### src/core/tlc_defines.vh
// Purpose: shared constants for the tri-level up/down counter with store
// Assumes: 40 MHz mclk, times given in ns/us/ms
// Notes:   definitions only
`ifndef TLC_DEFINES_VH
`define TLC_DEFINES_VH

`define TLC_CLK_NS          25
`define TLC_REJ_US          20
`define TLC_REJ_CYC         ((`TLC_REJ_US * 1000) / `TLC_CLK_NS)
`define TLC_READ_MS         10
`define TLC_READ_CYC        ((`TLC_READ_MS * 1000000) / `TLC_CLK_NS)
`define TLC_PROG_MS         100
`define TLC_PROG_CYC        ((`TLC_PROG_MS * 1000000) / `TLC_CLK_NS)
`define TLC_CNT_W           8
`define TLC_CNT_MAX         8'hFF
`define TLC_CNT_MIN         8'h00
`define TLC_CNT_MID         8'h80
`define TLC_LVL_LOW         2'h0
`define TLC_LVL_MID         2'h1
`define TLC_LVL_HIGH        2'h2
`define TLC_LVL_PROG        2'h3

`endif

### src/core/tlc_counter_top.v
// Purpose: tri-level up/down counter with non-volatile store and recall
// Assumes: comparator flags and enable are synchronous to mclk
// Notes:   analog pin biasing is outside; see pin assumptions below
// What this block does
// (RULE1) high-then-mid edge decrements the counter
// (RULE2) low-then-mid edge increments the counter
// (RULE3) counter saturates, never wraps
// (RULE4) counter spans 0 to 255
// (RULE5) excursions under 20us are ignored
// (RULE6) counter counts only while enable high
// (RULE7) undriven control pin idles at mid level
// (RULE8) program level starts a store write
// (RULE9) first pulse after enable or program dropped
// (RULE10) enable fall reloads from store within 10ms
// (RULE11) other side holds inputs during reload
// (RULE12) enable weakly pulled low, undriven means off
// (RULE13) other side drops enable before power off
// (RULE14) other side keeps power 100ms after write
// (RULE15) program held 200us; write done in 100ms
// (RULE16) power-up loads counter from store first
// (RULE17) store holds mid-scale before any write
// (RULE18) other side keeps pulses 200us, gaps 10us
// (RULE19) classify pin by synchronised filtered comparators
// (RULE20) counting ignored while store busy
`timescale 1ns/100ps
`include "tlc_defines.vh"
module tlc_counter_top #(
    parameter PROG_CYC = `TLC_PROG_CYC,
    parameter READ_CYC = `TLC_READ_CYC,
    parameter REJ_CYC  = `TLC_REJ_CYC
) (
    input  wire       mclk,
    input  wire       rst_n,
    input  wire       counterEnable,
    input  wire       ctlBelowLow,
    input  wire       ctlAboveHigh,
    input  wire       ctlAboveProg,
    output wire [7:0] counter_value,
    output wire       outputValid,
    output wire       storeBusy
);
    localparam ST_LOAD  = 3'b001;
    localparam ST_RUN   = 3'b010;
    localparam ST_WAIT  = 3'b100;

    reg  [2:0] state_ff;
    reg  [7:0] count_ff;
    reg        valid_ff;
    reg        enPrev_ff;
    reg        skip_ff;
    reg  [1:0] lvlPrev_ff;
    reg        rdReq;
    reg        wrReq;
    reg  [2:0] nxt_state;
    wire [1:0] level;
    wire [7:0] rdData;
    wire       rdDone;
    wire       nvBusy;
    wire       enRise;
    wire       enFall;
    wire       decEdge;
    wire       incEdge;
    wire       progRise;
    wire       pulseEnd;

    // saturating step, shared by both directions
    function [7:0] satStep;
        input [7:0] val;
        input       up;
        begin
            if (up)
                satStep = (val == `TLC_CNT_MAX) ? val : val + 8'h01; // RULE3 RULE4
            else
                satStep = (val == `TLC_CNT_MIN) ? val : val - 8'h01; // RULE3 RULE4
        end
    endfunction

    // comparators read low/high only when the pin leaves the biased mid point;
    // an undriven pin shows neither flag and classifies as idle
    tlc_level_filter #(
        .REJ_CYC (REJ_CYC)
    ) u_filt (
        .mclk         (mclk),
        .rst_n        (rst_n),
        .cmpLow       (ctlBelowLow),
        .cmpHigh      (ctlAboveHigh),
        .cmpProg      (ctlAboveProg),
        .levelFilt_ff (level)
    ); // RULE7 RULE19

    tlc_nv_store #(
        .PROG_CYC (PROG_CYC),
        .READ_CYC (READ_CYC)
    ) u_nv (
        .mclk      (mclk),
        .rst_n     (rst_n),
        .wrReq     (wrReq),
        .wrData    (count_ff),
        .rdReq     (rdReq),
        .rdData_ff (rdData),
        .rdDone_ff (rdDone),
        .busy      (nvBusy)
    );

    assign counter_value = count_ff;
    assign outputValid   = valid_ff;
    assign storeBusy     = nvBusy;

    // edge decode on filtered levels; enable low from a floating pin reads as off
    assign enRise   = counterEnable & ~enPrev_ff; // RULE12
    assign enFall   = ~counterEnable & enPrev_ff; // RULE10
    assign decEdge  = (lvlPrev_ff == `TLC_LVL_HIGH) && (level == `TLC_LVL_MID); // RULE1
    assign incEdge  = (lvlPrev_ff == `TLC_LVL_LOW) && (level == `TLC_LVL_MID);  // RULE2
    assign progRise = (lvlPrev_ff != `TLC_LVL_PROG) && (level == `TLC_LVL_PROG); // RULE8
    assign pulseEnd = decEdge | incEdge;

    // sequencing of load, run and wait-for-recall
    always @* begin
        nxt_state = state_ff;
        rdReq     = 1'b0;
        wrReq     = 1'b0;
        case (state_ff)
            ST_LOAD: begin
                rdReq = ~nvBusy; // RULE16
                if (rdDone)
                    nxt_state = ST_RUN;
                else if (!nvBusy)
                    nxt_state = ST_WAIT;
            end
            ST_WAIT: begin
                if (rdDone)
                    nxt_state = ST_RUN;
            end
            ST_RUN: begin
                if (enFall) begin
                    nxt_state = ST_LOAD; // RULE10
                end else if (counterEnable && progRise && !nvBusy) begin
                    wrReq = 1'b1; // RULE8 RULE6
                end
            end
            default: begin
                nxt_state = ST_LOAD;
            end
        endcase
    end

    // counter, skip flag and history; a program-level pulse ending neither counts
    // nor clears skip, so the first real pulse after a write is still dropped
    always @(posedge mclk or negedge rst_n) begin
        if (!rst_n) begin
            state_ff   <= ST_LOAD;
            count_ff   <= `TLC_CNT_MID;
            valid_ff   <= 1'b0;
            enPrev_ff  <= 1'b0;
            skip_ff    <= 1'b1;
            lvlPrev_ff <= `TLC_LVL_MID;
        end else begin
            state_ff   <= nxt_state;
            enPrev_ff  <= counterEnable;
            lvlPrev_ff <= level;
            if (rdDone) begin
                count_ff <= rdData; // RULE10 RULE16
                valid_ff <= 1'b1;   // RULE16
            end else if (state_ff == ST_RUN && counterEnable && !nvBusy
                         && pulseEnd) begin // RULE6 RULE20
                if (skip_ff)
                    skip_ff <= 1'b0; // RULE9
                else
                    count_ff <= satStep(count_ff, incEdge); // RULE1 RULE2
            end
            // arm the skip after enable rises or a write starts; wins over clearing
            if (enRise || wrReq)
                skip_ff <= 1'b1; // RULE9
        end
    end
endmodule

### src/core/tlc_level_filter.v
// Purpose: synchronise comparator outputs and classify the pin level
// Assumes: comparator flags arrive synchronous to mclk
// Notes:   a level must persist longer than the rejection width to pass
`timescale 1ns/100ps
`include "tlc_defines.vh"
module tlc_level_filter #(
    parameter REJ_CYC = `TLC_REJ_CYC
) (
    input  wire       mclk,
    input  wire       rst_n,
    input  wire       cmpLow,
    input  wire       cmpHigh,
    input  wire       cmpProg,
    output reg  [1:0] levelFilt_ff
);
    reg  [2:0]  syncA_ff;
    reg  [2:0]  syncB_ff;
    reg  [1:0]  cand_ff;
    reg  [15:0] stable_ff;
    reg  [1:0]  rawLvl;

    // priority: program beats high beats low, otherwise mid
    always @* begin
        if (syncB_ff[2])
            rawLvl = `TLC_LVL_PROG;
        else if (syncB_ff[1])
            rawLvl = `TLC_LVL_HIGH;
        else if (syncB_ff[0])
            rawLvl = `TLC_LVL_LOW;
        else
            rawLvl = `TLC_LVL_MID;
    end

    // two-stage sync, then a persistence counter rejects short excursions
    always @(posedge mclk or negedge rst_n) begin
        if (!rst_n) begin
            syncA_ff     <= 3'h0;
            syncB_ff     <= 3'h0;
            cand_ff      <= `TLC_LVL_MID;
            stable_ff    <= 16'h0000;
            levelFilt_ff <= `TLC_LVL_MID;
        end else begin
            syncA_ff <= {cmpProg, cmpHigh, cmpLow}; // RULE19
            syncB_ff <= syncA_ff;
            if (rawLvl != cand_ff) begin
                cand_ff   <= rawLvl;
                stable_ff <= 16'h0000;
            end else if (stable_ff < REJ_CYC[15:0]) begin
                stable_ff <= stable_ff + 16'h0001;
            end else begin
                levelFilt_ff <= cand_ff; // RULE5 RULE19
            end
        end
    end
endmodule

### src/core/tlc_nv_store.v
// Purpose: behavioural non-volatile byte with timed write and read
// Assumes: storage survives rst_n only in the sense of a model; reset = factory value
// Notes:   busy covers the whole programming or recall time
`timescale 1ns/100ps
`include "tlc_defines.vh"
module tlc_nv_store #(
    parameter PROG_CYC = `TLC_PROG_CYC,
    parameter READ_CYC = `TLC_READ_CYC
) (
    input  wire       mclk,
    input  wire       rst_n,
    input  wire       wrReq,
    input  wire [7:0] wrData,
    input  wire       rdReq,
    output reg  [7:0] rdData_ff,
    output reg        rdDone_ff,
    output wire       busy
);
    reg  [7:0]  cell_ff;
    reg  [7:0]  pend_ff;
    reg  [31:0] timer_ff;
    reg         writing_ff;
    reg         reading_ff;

    assign busy = writing_ff | reading_ff;

    // one operation at a time; requests while busy are dropped
    always @(posedge mclk or negedge rst_n) begin
        if (!rst_n) begin
            cell_ff    <= `TLC_CNT_MID; // RULE17
            pend_ff    <= 8'h00;
            rdData_ff  <= 8'h00;
            rdDone_ff  <= 1'b0;
            timer_ff   <= 32'h00000000;
            writing_ff <= 1'b0;
            reading_ff <= 1'b0;
        end else begin
            rdDone_ff <= 1'b0;
            if (busy) begin
                if (timer_ff != 32'h00000000) begin
                    timer_ff <= timer_ff - 32'h00000001;
                end else begin
                    if (writing_ff)
                        cell_ff <= pend_ff; // RULE15
                    if (reading_ff) begin
                        rdData_ff <= cell_ff;
                        rdDone_ff <= 1'b1; // RULE10
                    end
                    writing_ff <= 1'b0;
                    reading_ff <= 1'b0;
                end
            end else if (wrReq) begin
                pend_ff    <= wrData;
                writing_ff <= 1'b1;
                timer_ff   <= PROG_CYC - 1;
            end else if (rdReq) begin
                reading_ff <= 1'b1;
                timer_ff   <= READ_CYC - 1;
            end
        end
    end
endmodule

### config.mk
export PLATFORM = sky130hd
export DESIGN_NAME = tlc_counter_top
export DESIGN_NICKNAME = d
export VERILOG_FILES = /design/src/core/tlc_counter_top.v /design/src/core/tlc_level_filter.v /design/src/core/tlc_nv_store.v
export VERILOG_INCLUDE_DIRS = /design/src /design/src/core
export SDC_FILE = /design/constraint.sdc
export NUM_CORES = 1
export LEC_CHECK = 0
export ABC_AREA = 1
export BUFFER_PORTS_ARGS = -buffer_cell sky130_fd_sc_hd__buf_2
export CAP_MARGIN = 20
export CORE_ASPECT_RATIO = 0.6
export CORE_MARGIN = 5
export CORE_UTILIZATION = 55
export CTS_CLUSTER_SIZE = 12
export DETAILED_ROUTE_END_ITERATION = 7
export GPL_TIMING_DRIVEN = 0
export HOLD_SLACK_MARGIN = 0.06
export PLACE_DENSITY = 0.72
export REMOVE_ABC_BUFFERS = 1
export SLEW_MARGIN = 25
export SYNTH_ARGS = -nofsm -noshare
export SYNTH_HDL_FRONTEND = slang
export SYNTH_SLANG_ARGS = --single-unit
### constraint.sdc
create_clock -name mclk -period 2.6 [get_ports mclk]
set_clock_uncertainty 0.1 [all_clocks]
set_input_delay 0.26 -clock mclk [delete_from_list [all_inputs] [get_ports mclk]]
set_output_delay 0.26 -clock mclk [all_outputs]
set_load 0.01 [all_outputs]
== Yosys cells after proc, flatten, opt, wreduce, memory -nomap -nowiden ==
Cells that the tools add are included.

* Output and inout bits: 10
* Register bits: 101
* Input port bits: 6

* Eq/ne operators: 19
* Bitwise gates (word level): 10
* Reduce and logical (&&, ||, !) cells: 29
* Add/subtract/negate cells: 4
* Order comparisons: 1
* Muxes and demuxes: 36

{| class="wikitable"
|+ Operator list
! kind !! number
|-
| $mux W32 || 4
|-
| $mux W8 || 6
|-
| $mux W16 || 2
|-
| $reduce_bool A32 Y1 || 1
|-
| $sub A32 B1 Y32 const B || 1
|-
| $mux W1 || 17
|-
| $add A16 B1 Y16 const B || 1
|-
| $lt A16 B10 Y1 const B || 1
|-
| $mux W3 || 4
|-
| $reduce_and A3 Y1 || 4
|-
| $reduce_and A2 Y1 || 5
|-
| $reduce_bool A2 Y1 || 5
|-
| $ne A3 B2 Y1 const B || 3
|-
| $pmux W3 S3 || 1
|-
| $add A8 B1 Y8 const B || 1
|-
| $eq A8 B8 Y1 const B || 1
|-
| $logic_and A1 B1 Y1 || 8
|-
| $logic_not A8 Y1 || 1
|-
| $ne A2 B1 Y1 const B || 4
|-
| $ne A2 B2 Y1 const B || 4
|-
| $sub A8 B1 Y8 const B || 1
|-
| $not A1 Y1 || 6
|-
| $eq A2 B2 Y1 const B || 2
|-
| $mux W2 || 2
|-
| other kinds (12) || 14
|}

== Longest topological paths before layout ==
Gate-level depths: netlist of run 1.

* Depth after elaboration: 10
* Gate-level depth with buffers: 15
* Mapped depth without buffers: 15

== Hierarchy ==
Synthesis of run 1 repeated with hierarchy kept, for this count alone.

* Cell total of the unflattened synthesis: 810
* Area total of the unflattened synthesis: 5928.2 µm²

{| class="wikitable"
|+ Modules (own cells, without submodules)
! module !! instances !! sequential area each (µm²) !! area each (µm²) !! cells each
|-
| tlc_nv_store || 1 || 1477.7 || 3459.6 || 483
|-
| tlc_counter_top || 1 || 405.4 || 1246.2 || 175
|-
| tlc_level_filter || 1 || 653.1 || 1222.4 || 152
|}

== Least setup slack after synthesis of run 1 ==
No wires, ideal clock.

* Path type: flip-flop to flip-flop
* From: register u_filt.levelFilt_ff[0]
* To: register count_ff[6] (netlist: counter_value[6])
* Data arrival time: 1.655 ns
* Clock period less this slack: 1.872 ns
* Buffers on the path: 0
* Required time: 2.383 ns
* Setup slack: 0.728 ns
* Cell stages (with the launch flop): 11
* Cell sequence: dfstp_2 inv_1 nor2_2 nand2_2 ha_1 nand3_1 nand2_1 a21oi_1 nand3_1 nand3_1 nand2_1

* Word-level cells in the longest chain between the ends: 6
* Elaborated cells on any way between the ends: 13
* Those cells by class: eq/ne: 3; mux: 4; bitwise: 1; reduce/logical: 5

{| class="wikitable"
|+ Ends and longest elaborated chain
! element !! RTL line !! text
|-
| start: declaration || tlc_level_filter.v:14 || <nowiki>output reg [1:0] levelFilt_ff</nowiki>
|-
| start signal: assignment || tlc_level_filter.v:41 || <nowiki>levelFilt_ff <= `TLC_LVL_MID;</nowiki>
|-
| start signal: assignment || tlc_level_filter.v:51 || <nowiki>levelFilt_ff <= cand_ff;</nowiki>
|-
| $eq A2 B1 Y1 (no source line) * || - ||
|-
| $logic_and A1 B1 Y1 (on tied branches) || tlc_counter_top.v:113, tlc_counter_top.v:112 ||
|-
| $mux W8 or $or A1 B1 Y1 (tied branches) || tlc_counter_top.v:71, tlc_counter_top.v:115 ||
|-
| $mux W8 or $logic_and A1 B1 Y1 (tied branches) || tlc_counter_top.v:166, tlc_counter_top.v:165 ||
|-
| $mux W8 or $reduce_bool A2 Y1 (tied branches) || - ||
|-
| $mux W8 or $reduce_and A4 Y1 (tied branches) || - ||
|-
| end signal: assignment || tlc_counter_top.v:152 || <nowiki>count_ff <= `TLC_CNT_MID;</nowiki>
|-
| end signal: assignment || tlc_counter_top.v:162 || <nowiki>count_ff <= rdData;</nowiki>
|-
| end signal: assignment || tlc_counter_top.v:169 || <nowiki>count_ff <= satStep(count_ff, incEdge);</nowiki>
|-
| end: declaration || tlc_counter_top.v:47 || <nowiki>reg [7:0] count_ff;</nowiki>
|}

Every way passes the cells marked *; elsewhere a longest branch is shown, timed or not. The select of a mux whose other input is x is not followed.
A chain may end at the register's enable or synchronous reset.

== Final worst setup path of run 1 ==
* From: register u_nv.timer_ff[0]
* To: register u_nv.timer_ff[4]

* Word-level cells in the longest chain between the ends: 3
* Elaborated cells on any way between the ends: 6
* Those cells by class: add/sub: 1; eq/ne: 1; mux: 2; reduce/logical: 2

{| class="wikitable"
|+ Ends and longest elaborated chain
! element !! RTL line !! text
|-
| start: declaration || tlc_nv_store.v:21 || <nowiki>reg [31:0] timer_ff;</nowiki>
|-
| start signal: assignment || tlc_nv_store.v:41 || <nowiki>timer_ff <= timer_ff - 32'h00000001;</nowiki>
|-
| start signal: assignment || tlc_nv_store.v:55 || <nowiki>timer_ff <= PROG_CYC - 1;</nowiki>
|-
| start signal: assignment || tlc_nv_store.v:58 || <nowiki>timer_ff <= READ_CYC - 1;</nowiki>
|-
| $sub A32 B1 Y32 or $reduce_bool A32 Y1 (tied branches) || tlc_nv_store.v:41, tlc_nv_store.v:40 ||
|-
| $mux W32 or $ne A2 B1 Y1 (tied branches) || - ||
|-
| $mux W32 or $reduce_and A2 Y1 (tied branches) || - ||
|}

Several ways; a longest one is shown, not always the timed one. The select of a mux whose other input is x is not followed.

==> results of run 1 <==
==> layout make-up <==
type,instances,area share
timing repair buffer,25,0.0314
multi-input combinational,522,0.422
clock buffer,9,0.0374
inverter,75,0.0468
clock inverter,7,0.0129
sequential,101,0.421
tap,135,0.0281
==> sequential cells by signal, summed over array words and instances (netlist names), 3 cells and up <==
name / count
u_nv.cell_ff: 8
u_nv.rdData_ff: 8
u_nv.pend_ff: 8
u_nv.timer_ff: 32
u_filt.stable_ff: 16
state_ff: 3
u_filt.syncA_ff: 3
u_filt.syncB_ff: 3
counter_value: 8
==> metrics by stage <==
step / total power, µW / area (µm²) / hold WS [ps] / instances
floorplan: 1640 / 5310 / -136 / 695
global placement: 1680 / 5560 / 234 / 845
detailed placement: 1700 / 5600 / 86.3 / 846
CTS: 3050 / 5990 / 253 / 870
global route: 3130 / 6020 / 262 / 874
finish: 3030 / 6020 / 251 / 874
==> power by group <==
group / total (µW) / leakage [µW] / internal, µW / switching, µW
clock network: 1360 / 0.000144 / 684 / 676
logic: 79.1 / 0.00151 / 22.8 / 56.2
registers: 1590 / 0.00129 / 1580 / 5.95
total: 3030 / 0.00295 / 2290 / 738
==> cells in the mapped netlist, types with 5 or more instances <==
cell / number / area share
dfstp_2: 7 / 0.034
o21bai_1: 5 / 0.0069
nor3_1: 8 / 0.0074
xnor2_1: 7 / 0.011
nand3b_1: 5 / 0.0069
nand3_1: 69 / 0.064
dfrtp_1: 94 / 0.43
nand2_1: 207 / 0.14
a21oi_1: 11 / 0.010
nor2_1: 95 / 0.066
xor2_1: 15 / 0.024
nand2_2: 9 / 0.010
nor2_2: 7 / 0.0081
clkbuf_1: 6 / 0.0042
nand4_1: 10 / 0.012
o21ai_0: 34 / 0.031
ha_1: 6 / 0.014
nor2_4: 5 / 0.010
o21ai_2: 5 / 0.0081
inv_1: 73 / 0.051
==> metal layers <==
layer	vias to the layer above	track usage	routed length, µm
met4	0	0.0395	85
met3	10	0.0483	1140
li1	2313	-	-
met2	180	0.346	5690
met1	2308	0.349	6360
met5	-	0	0
==> logic make-up after synthesis <==
family / count (synthesis)
xor gates and xnor gates: 22
and+or+nand+nor: 423
adders and majority gates: 6
buffers and inverters: 90
AOI/OAI and AO/OA: 68
DFF: 101
==> worst min-delay path by stage <==
stage	start	end	slack (ps)	depth (start not counted)
floorplan	rst_n	counter_value[0]	-140	0
global placement	u_filt.syncA_ff[0]	u_filt.syncB_ff[0]	230	0
detailed placement	rst_n	u_nv.timer_ff[3]	90	1
CTS	u_filt.syncA_ff[2]	u_filt.syncB_ff[2]	250	0
global route	u_filt.syncA_ff[2]	u_filt.syncB_ff[2]	260	0
finish	u_filt.syncA_ff[2]	u_filt.syncB_ff[2]	250	0
==> what timing repair did <==
| action | CTS | global route |
|---|---|---|
| setup endpoints to repair | 57 | 7 |
| cloned | 2 | 1 |
| pin swaps | 2 | 1 |
| buffers inserted | 1 | 3 |
| gates resized for setup | 4 | 0 |
| hold buffers | 5 | 0 |
| hold endpoints to repair | 40 | 0 |
==> flow_metrics.py, run 1 <==
metrics = {
    "worst_setup_path": {
        "cp-startpoint": "u_nv.timer_ff[0]",
        "path_delay_family": "simple AND/OR/NAND/NOR gates",
        "rr_endpoint": "u_nv.timer_ff[4]",
        "critPathMaxStageDelay_ps": 420,
        "cp_cell_sequence": "inv_1, ha_1, nand2_2, nor2_1, nand2_2, nor2_4, nand2_2, inv_2, nor2_4, nand3_1, nand3_1",
        "rr_startpoint": "u_nv.timer_ff[0]",
        "cp.arrival_ps": 2460,
        "critPathMostFrequentCell": "nand2_2",
        "start_kind": "flop",
        "crit_cells": 11,
        "worst_path_max_delay_cell": "dfrtp_1",
        "cp_max_fo": 13,
        "ff2ff_setup_slack_ps": 240,
        "reg2reg_depth": 11,
        "crit_buf_inv": 2,
        "critPathRequiredTime_ps": 2700,
        "endpoint": "u_nv.timer_ff[4]",
        "path_class": "flop to flop",
        "crit_path_end_kind": "flop",
    },
    "route": {
        "initialDrtViolationCount": 469,
        "drt_pass1_iterations": 5,
        "drc_errors": 0,
        "viasPerCell": 5.50,
        "ant_nets": 0,
        "vias": 4811,
        "drt-total-wl_mm": 13.3,
        "post_drt_wl_per_cell_um": 15.2,
    },
    "die": {
        "die_y_um": 86.9,
        "die_w_um": 138,
        "start_util": 0.556,
        "rows": 28,
        "coreArea_mm2": 0.00974,
        "dieArea_mm2": 0.0120,
        "ios": 16,
    },
    "layout": {
        "layout_commonest_cell": "nand2_1",
        "syn_to_final_growth_pct": 11.1,
        "insertedDiodeCount": 0,
        "drive_above_1_share": 0.108,
        "final_nets": 746,
        "seqCellArea_mm2": 0.00254,
        "fillCellCount": 873,
        "finish.utilization": 0.618,
        "layout_common_cells": "nand2_1 (207), dfrtp_1 (94), nor2_1 (93), inv_1 (73), nand3_1 (69)",
        "multi_input_area_mm2": 0.00254,
    },
    "outcome": {
        "status": "finished clean",
    },
    "clock_network": {
        "htree_levels": 3,
        "cts_buffer_depth": 2,
        "cts_sinks": 101,
        "cts_made_buffers": 9,
        "path_clk_slew_ps": 80,
        "root_buffer": "clkbuf_16",
        "cts_tree": "built",
        "clk_latency_ps": 350,
    },
    "sta": {
        "fmax_ghz": 0.424,
        "slew_viol_final": 0,
        "worstMarginPinSlew_ps": 827,
        "rsz0062_at_grt": "false",
        "layout_setup_ws_ps": 239,
        "fin_setup_tns_ps": 0,
        "period_share": 0.908,
        "hold_violations": 0,
        "finalSetupViolCount": 0,
        "period_needed_ps": 2360,
        "maxSlewHeadroom": 0.449,
    },
    "placement": {
        "io_buffers": 15,
        "place_congestion": 0.938,
        "dp_slack_ps": -1030,
        "dp_hpwl_mm": 9.06,
    },
    "grt": {
        "grt_max_degree": 66,
        "grt_pass1_wl_mm": 22.6,
        "grt_pass1_vias": 4564,
        "antenna_found_initial": 0,
        "overflow": 0,
        "grt_use_total": 0.229,
    },
    "logic_synthesis": {
        "synth-compound-area-share": 0.0728,
        "muxShareOfSynthArea": 0,
        "synth_xor_area_frac": 0.0356,
        "synth_edf_count": 0,
        "netlist_area_mm2": 0.00542,
        "synthFlopType": "dfrtp_1",
        "synth_cell_types": 37,
        "async_reset_ff_frac": 1.00,
        "synth_top_family_by_area": "simple AND/OR/NAND/NOR gates",
        "synth-seq-cells": 101,
        "synth-adder-area-share": 0.0139,
        "ys_seq_area_frac": 0.468,
        "netlist_instances": 710,
        "synth-simple-area-share": 0.338,
        "ys_warn_count": 0,
        "avgSynthCellArea_um2": 7.63,
    },
    "power": {
        "power.leakage_uw": 0.00295,
        "irDropWorstVdd_mv": 0.410,
        "power_density_mw_per_mm2": 503,
    },
    "job": {
        "cap_violations": 0,
    },
    "hold_path": {
        "hold_path.class": "flop to flop",
    },
}
Note: power is estimated with default switching activity, not from simulation.
==> inputs of run 2 (changes only) <==
- MAX_ROUTING_LAYER: not set -> met4
- SLEW_MARGIN: 25 -> 20
==> flow_metrics.py, run 2 (synthesis gave the netlist of run 1 again) <==
metrics = {
    "sta": {
        "period_share": 0.915,
        "slew_viol_final": 0,
        "hold_violations": 0,
        "worstMarginPinSlew_ps": 802,
        "finalSetupViolCount": 0,
        "maxSlewHeadroom": 0.465,
        "period_needed_ps": 2380,
        "fmax_ghz": 0.421,
        "rsz0062_at_grt": "false",
    },
    "layout": {
        "largest_reg_flops": 32,
        "drive_above_1_share": 0.108,
        "largest-register": "u_nv.timer_ff",
        "fin_cells": 874,
        "layout_common_cells": "nand2_1 (207), dfrtp_1 (94), nor2_1 (93), inv_1 (73), nand3_1 (69)",
        "reg_top3": "u_nv.timer_ff: 32 flops, u_filt.stable_ff: 16 flops",
        "insertedDiodeCount": 0,
        "layout_commonest_cell": "nand2_1",
        "syn_to_final_growth_pct": 11.4,
        "final_nets": 746,
    },
    "worst_setup_path": {
        "cp.arrival_ps": 2520,
        "cp_cell_sequence": "inv_1, ha_1, nand2_2, nor2_1, nand2_2, nor2_4, nand2_2, inv_2, nor2_4, nand2_1, nand2_1, nand2_1, inv_1",
        "critPathMaxStageDelay_ps": 420,
        "critPathRequiredTime_ps": 2740,
        "worst_path_max_delay_cell": "dfrtp_1",
        "crit_path_end_kind": "flop",
        "crit_buf_inv": 3,
        "reg2reg_depth": 13,
        "rr_startpoint": "u_nv.timer_ff[0]",
        "start_kind": "flop",
        "cp_max_fo": 13,
        "path_class": "flop to flop",
        "rr_endpoint": "u_nv.timer_ff[17]",
        "path_delay_family": "simple AND/OR/NAND/NOR gates",
        "ff2ff_setup_slack_ps": 220,
    },
    "hold_path": {
        "hold_path.class": "primary input to async pin",
    },
    "job": {
        "cap_violations": 0,
    },
    "die": {
        "dieArea_mm2": 0.0120,
        "die_w_um": 138,
        "ios": 16,
        "die_y_um": 86.9,
        "rows": 28,
        "start_util": 0.556,
        "coreArea_mm2": 0.00974,
    },
    "grt": {
        "grt_pass1_vias": 4577,
        "overflow": 0,
        "antenna_found_initial": 0,
        "grt_pass1_wl_mm": 22.5,
        "grt_max_degree": 82,
        "grt_use_total": 0.239,
    },
    "clock_network": {
        "cts_tree": "built",
        "path_clk_slew_ps": 80,
        "cts_buffer_depth": 2,
        "clk_latency_ps": 350,
        "cts_made_buffers": 9,
        "cts_sinks": 101,
        "htree_levels": 3,
        "root_buffer": "clkbuf_16",
    },
    "route": {
        "met3_length_mm": 1.05,
        "drc_errors": 0,
        "wl_met2_mm": 5.44,
        "vias": 4722,
        "viasPerCell": 5.40,
        "ant_nets": 0,
        "highest_layer": "met4",
        "drt-met1-wl_mm": 6.35,
        "drt-total-wl_mm": 12.9,
        "initialDrtViolationCount": 454,
        "post_drt_wl_per_cell_um": 14.8,
        "drt_pass1_iterations": 6,
    },
    "placement": {
        "dp_hpwl_mm": 8.85,
        "io_buffers": 15,
        "placedCellCount": 846,
        "place_congestion": 0.963,
    },
    "power": {
        "irDropWorstVdd_mv": 0.387,
        "power_uw": 3080,
        "power_density_mw_per_mm2": 511,
        "power.leakage_uw": 0.00296,
    },
    "outcome": {
        "status": "finished clean",
    },
}
==> run 2: cell count changes in the layout (fill, tap and decap cells not counted) <==
cell,change
bufinv_16,+1
clkinv_2,+1
clkinv_4,+1
clkinv_8,-1
clkinvlp_4,-1
inv_6,-2
inv_8,+1
==> run 2: metal layers <==
layer / track usage / vias up
met4: 0.0448 / 0
met1: 0.348 / 2243
li1: - / 2318
met3: 0.0450 / 7
met2: 0.355 / 154
met5: - / -
==> run 2: layout make-up <==
cell class / instances / area [µm²]
Timing Repair Buffer: 25 / 189
Multi-Input combinational cell: 522 / 2540
Clock buffer: 9 / 225
Clock inverter: 7 / 91.3
Sequential cell: 101 / 2540
Inverter: 75 / 282
Fill cell: 916 / 3710
Tap cell: 135 / 169
==> run 2: how the worst max path moves through the flow <==
stage	start	endpoint	slack, ps	depth (start not counted)
after floorplan	u_nv.writing_ff	u_nv.timer_ff[17]	40	8
after global placement	u_nv.writing_ff	u_nv.timer_ff[17]	-1130	8
after detailed placement	u_nv.writing_ff	u_nv.timer_ff[17]	-1020	8
after CTS	u_nv.writing_ff	u_nv.timer_ff[29]	40	7
after global routing	u_nv.timer_ff[0]	u_nv.cell_ff[2]	70	11
final	u_nv.timer_ff[0]	u_nv.timer_ff[17]	220	13
==> run 2: worst reg2reg max path, stage by stage, from the launching register on <==
cell     delay, ps
dfrtp_1        420
inv_1           90
ha_1           330
nand2_2        150
nor2_1         170
nand2_2         80
nor2_4         120
nand2_2        120
inv_2          290
nor2_4         170
nand2_1        100
nand2_1         60
nand2_1         50
inv_1           30
==> run 2: through the flow <==
step                      worst slack [ps]  utilization  instance area (µm²)  TNS [ps]  hold slack [ps]
final                                  222        0.619                 6030         0              213
after global routing                  69.4        0.619                 6030         0              239
after CTS                             40.5        0.616                 6000         0              210
after detailed placement             -1020        0.575                 5600    -27670             15.2
after global placement               -1130        0.571                 5560    -26490              235
after floorplan                       43.5            -                 5310         0             -136
==> run 2: power breakdown <==
part | switching [µW] | internal [µW] | total [µW]
Sequential | 5.86 | 1580 | 1590
Combinational | 54.6 | 22.7 | 77.3
Clock | 647 | 772 | 1420
Total | 707 | 2380 | 3080
==> run 2: timing repair <==
item | CTS | global route
buffers inserted | 1 | 3
endpoints found under the setup margin | 57 | 17
hold buffers | 5 | 0
gates cloned | 3 | 0
pin swaps | 3 | 1
gates resized for setup | 2 | 2
endpoints found under the hold margin | 98 | 0
==> inputs of run 3 (changes only) <==
- CORE_UTILIZATION: 55 -> 50
- PLACE_DENSITY: 0.72 -> 0.66
- SETUP_SLACK_MARGIN: not set -> 0.05
==> flow_metrics.py, run 3 (synthesis gave the netlist of run 1 again) <==
metrics = {
    "layout": {
        "insertedDiodeCount": 0,
        "reg_top3": "u_nv.timer_ff: 32 flops, u_filt.stable_ff: 16 flops",
        "layout_common_cells": "nand2_1 (207), dfrtp_1 (94), nor2_1 (93), inv_1 (73), nand3_1 (69)",
        "drive_above_1_share": 0.107,
        "syn_to_final_growth_pct": 11.0,
        "finish.utilization": 0.569,
        "fillCellCount": 955,
        "largest_reg_flops": 32,
        "final_nets": 745,
        "largest-register": "u_nv.timer_ff",
        "fin_area_mm2": 0.00601,
        "layout_commonest_cell": "nand2_1",
    },
    "sta": {
        "period_needed_ps": 2380,
        "layout_setup_ws_ps": 218,
        "fin_setup_tns_ps": 0,
        "fmax_ghz": 0.420,
        "period_share": 0.916,
        "maxSlewHeadroom": 0.423,
        "finalSetupViolCount": 0,
        "slew_viol_final": 0,
        "hold_violations": 0,
        "worstMarginPinSlew_ps": 865,
        "rsz0062_at_grt": "true",
    },
    "worst_setup_path": {
        "crit_path_end_kind": "flop",
        "cp_max_fo": 13,
        "rr_startpoint": "u_nv.timer_ff[0]",
        "endpoint": "u_nv.timer_ff[2]",
        "cp.arrival_ps": 2480,
        "critPathRequiredTime_ps": 2700,
        "start_kind": "primary input",
        "cp-startpoint": "counterEnable",
        "rr_endpoint": "u_nv.timer_ff[2]",
        "reg2reg_depth": 12,
        "path_class": "primary input to flop",
        "ff2ff_setup_slack_ps": 240,
    },
    "clock_network": {
        "cts_buffer_depth": 2,
        "cts_tree": "built",
        "htree_levels": 3,
        "cts_sinks": 101,
        "path_clk_slew_ps": 80,
        "clk_latency_ps": 350,
        "root_buffer": "clkbuf_16",
        "cts_made_buffers": 9,
    },
    "grt": {
        "grt_max_degree": 82,
        "overflow": 0,
        "grt_pass1_vias": 4497,
        "antenna_found_initial": 0,
        "grt_use_total": 0.225,
        "grt_pass1_wl_mm": 22.8,
    },
    "die": {
        "dieArea_mm2": 0.0131,
        "ios": 16,
        "start_util": 0.513,
        "coreArea_mm2": 0.0106,
        "rows": 29,
        "die_y_um": 90.6,
        "die_w_um": 144,
    },
    "power": {
        "p_sw_uw": 704,
        "power.leakage_uw": 0.00295,
        "irDropWorstVdd_mv": 0.439,
        "clkPwrFrac": 0.447,
        "swShare": 0.234,
        "power_density_mw_per_mm2": 501,
        "pwr-share-seq": 0.528,
        "comb_power_share": 0.026,
        "p_int_uw": 2310,
    },
    "placement": {
        "io_buffers": 15,
        "place_congestion": 0.956,
        "post_dp_cell_area_mm2": 0.00560,
        "dp_slack_ps": -1090,
        "dp_hpwl_mm": 9.44,
    },
    "route": {
        "drt-total-wl_mm": 13.6,
        "drc_errors": 0,
        "vias": 4813,
        "drt_pass1_iterations": 5,
        "viasPerCell": 5.49,
        "initialDrtViolationCount": 458,
        "ant_nets": 0,
        "post_drt_wl_per_cell_um": 15.5,
    },
    "hold_path": {
        "hold_path.class": "primary input to async pin",
    },
    "job": {
        "cap_violations": 0,
    },
    "outcome": {
        "status": "finished clean",
    },
}
-- run 3: cell count changes in the layout (fill, tap and decap cells not counted) --
cell	before	now
bufinv_16	1	0
inv_6	1	2
clkbuf_8	0	1
clkinv_4	1	0
buf_4	4	3
-- run 3: metrics by stage --
| stage | power, µW | instances | hold slack (ps) |
|---|---|---|---|
| 5_1_grt | 3130 | 877 | 242 |
| 6_report | 3010 | 877 | 211 |
| 2_1_floorplan | 1640 | 695 | -136 |
| 4_1_cts | 3050 | 877 | 204 |
| 3_5_place_dp | 1690 | 850 | 15.0 |
| 3_3_place_gp | 1680 | 849 | 237 |
-- run 3: repair_timing --
action                                  in CTS  in global routing
buffers inserted                             3                  0
pin swaps                                    4                  0
resized for setup                            4                  0
hold buffers                                 5                  0
gates cloned                                 3                  0
endpoints found under the setup margin      58                  1
hold endpoints to repair                    98                  0
-- run 3: power by group through the flow --
| stage | combinational (µW) | sequential, µW | clock (µW) |
|---|---|---|---|
| 2_1_floorplan | 25.2 | 1620 | 0 |
| 3_3_place_gp | 65.8 | 1620 | 0 |
| 3_5_place_dp | 74.5 | 1620 | 0 |
| 4_1_cts | 80.3 | 1590 | 1380 |
| 5_1_grt | 91.7 | 1590 | 1450 |
| 6_report | 77.7 | 1590 | 1350 |
-- run 3: worst min path at each step --
stage,from,slack (ps),to
after CTS,rst_n,200,u_nv.timer_ff[3]
after floorplan,rst_n,-140,counter_value[0]
after global routing,rst_n,240,u_nv.timer_ff[3]
final,rst_n,210,u_nv.timer_ff[3]
after global placement,u_filt.syncA_ff[2],240,u_filt.syncB_ff[2]
after detailed placement,rst_n,10,u_nv.timer_ff[3]
-- run 3: per-layer routing --
| metal | part of all wire | GRT usage | wire length [µm] | vias to the layer above |
|---|---|---|---|---|
| met5 | 0 | - | 0 | - |
| met4 | 0.0082 | 0.0489 | 112 | 0 |
| met3 | 0.080 | 0.0476 | 1090 | 13 |
| met1 | 0.50 | 0.351 | 6820 | 2318 |
| met2 | 0.41 | 0.299 | 5600 | 160 |
| li1 | - | - | - | 2322 |
-- run 3: final cells by class --
class                      count  area, µm²  area share
clock buffer                  10        239      0.0397
clock inverter                 6       61.3      0.0102
inverter                      75        282      0.0468
multi-input combinational    522       2540       0.422
sequential                   101       2540       0.422
tap                          139        174      0.0289
timing repair buffer          24        181      0.0302
-- run 3: critical path, cell delays in order --
cell and delay, ps:
dlygate4sd3_1 530, buf_2 120, inv_1 60, nor2_1 250, nand3b_1 200, nand2_2 210
nor2_1 140, nor2_4 410, nand2_1 120, nand2_1 100, nand3_1 70
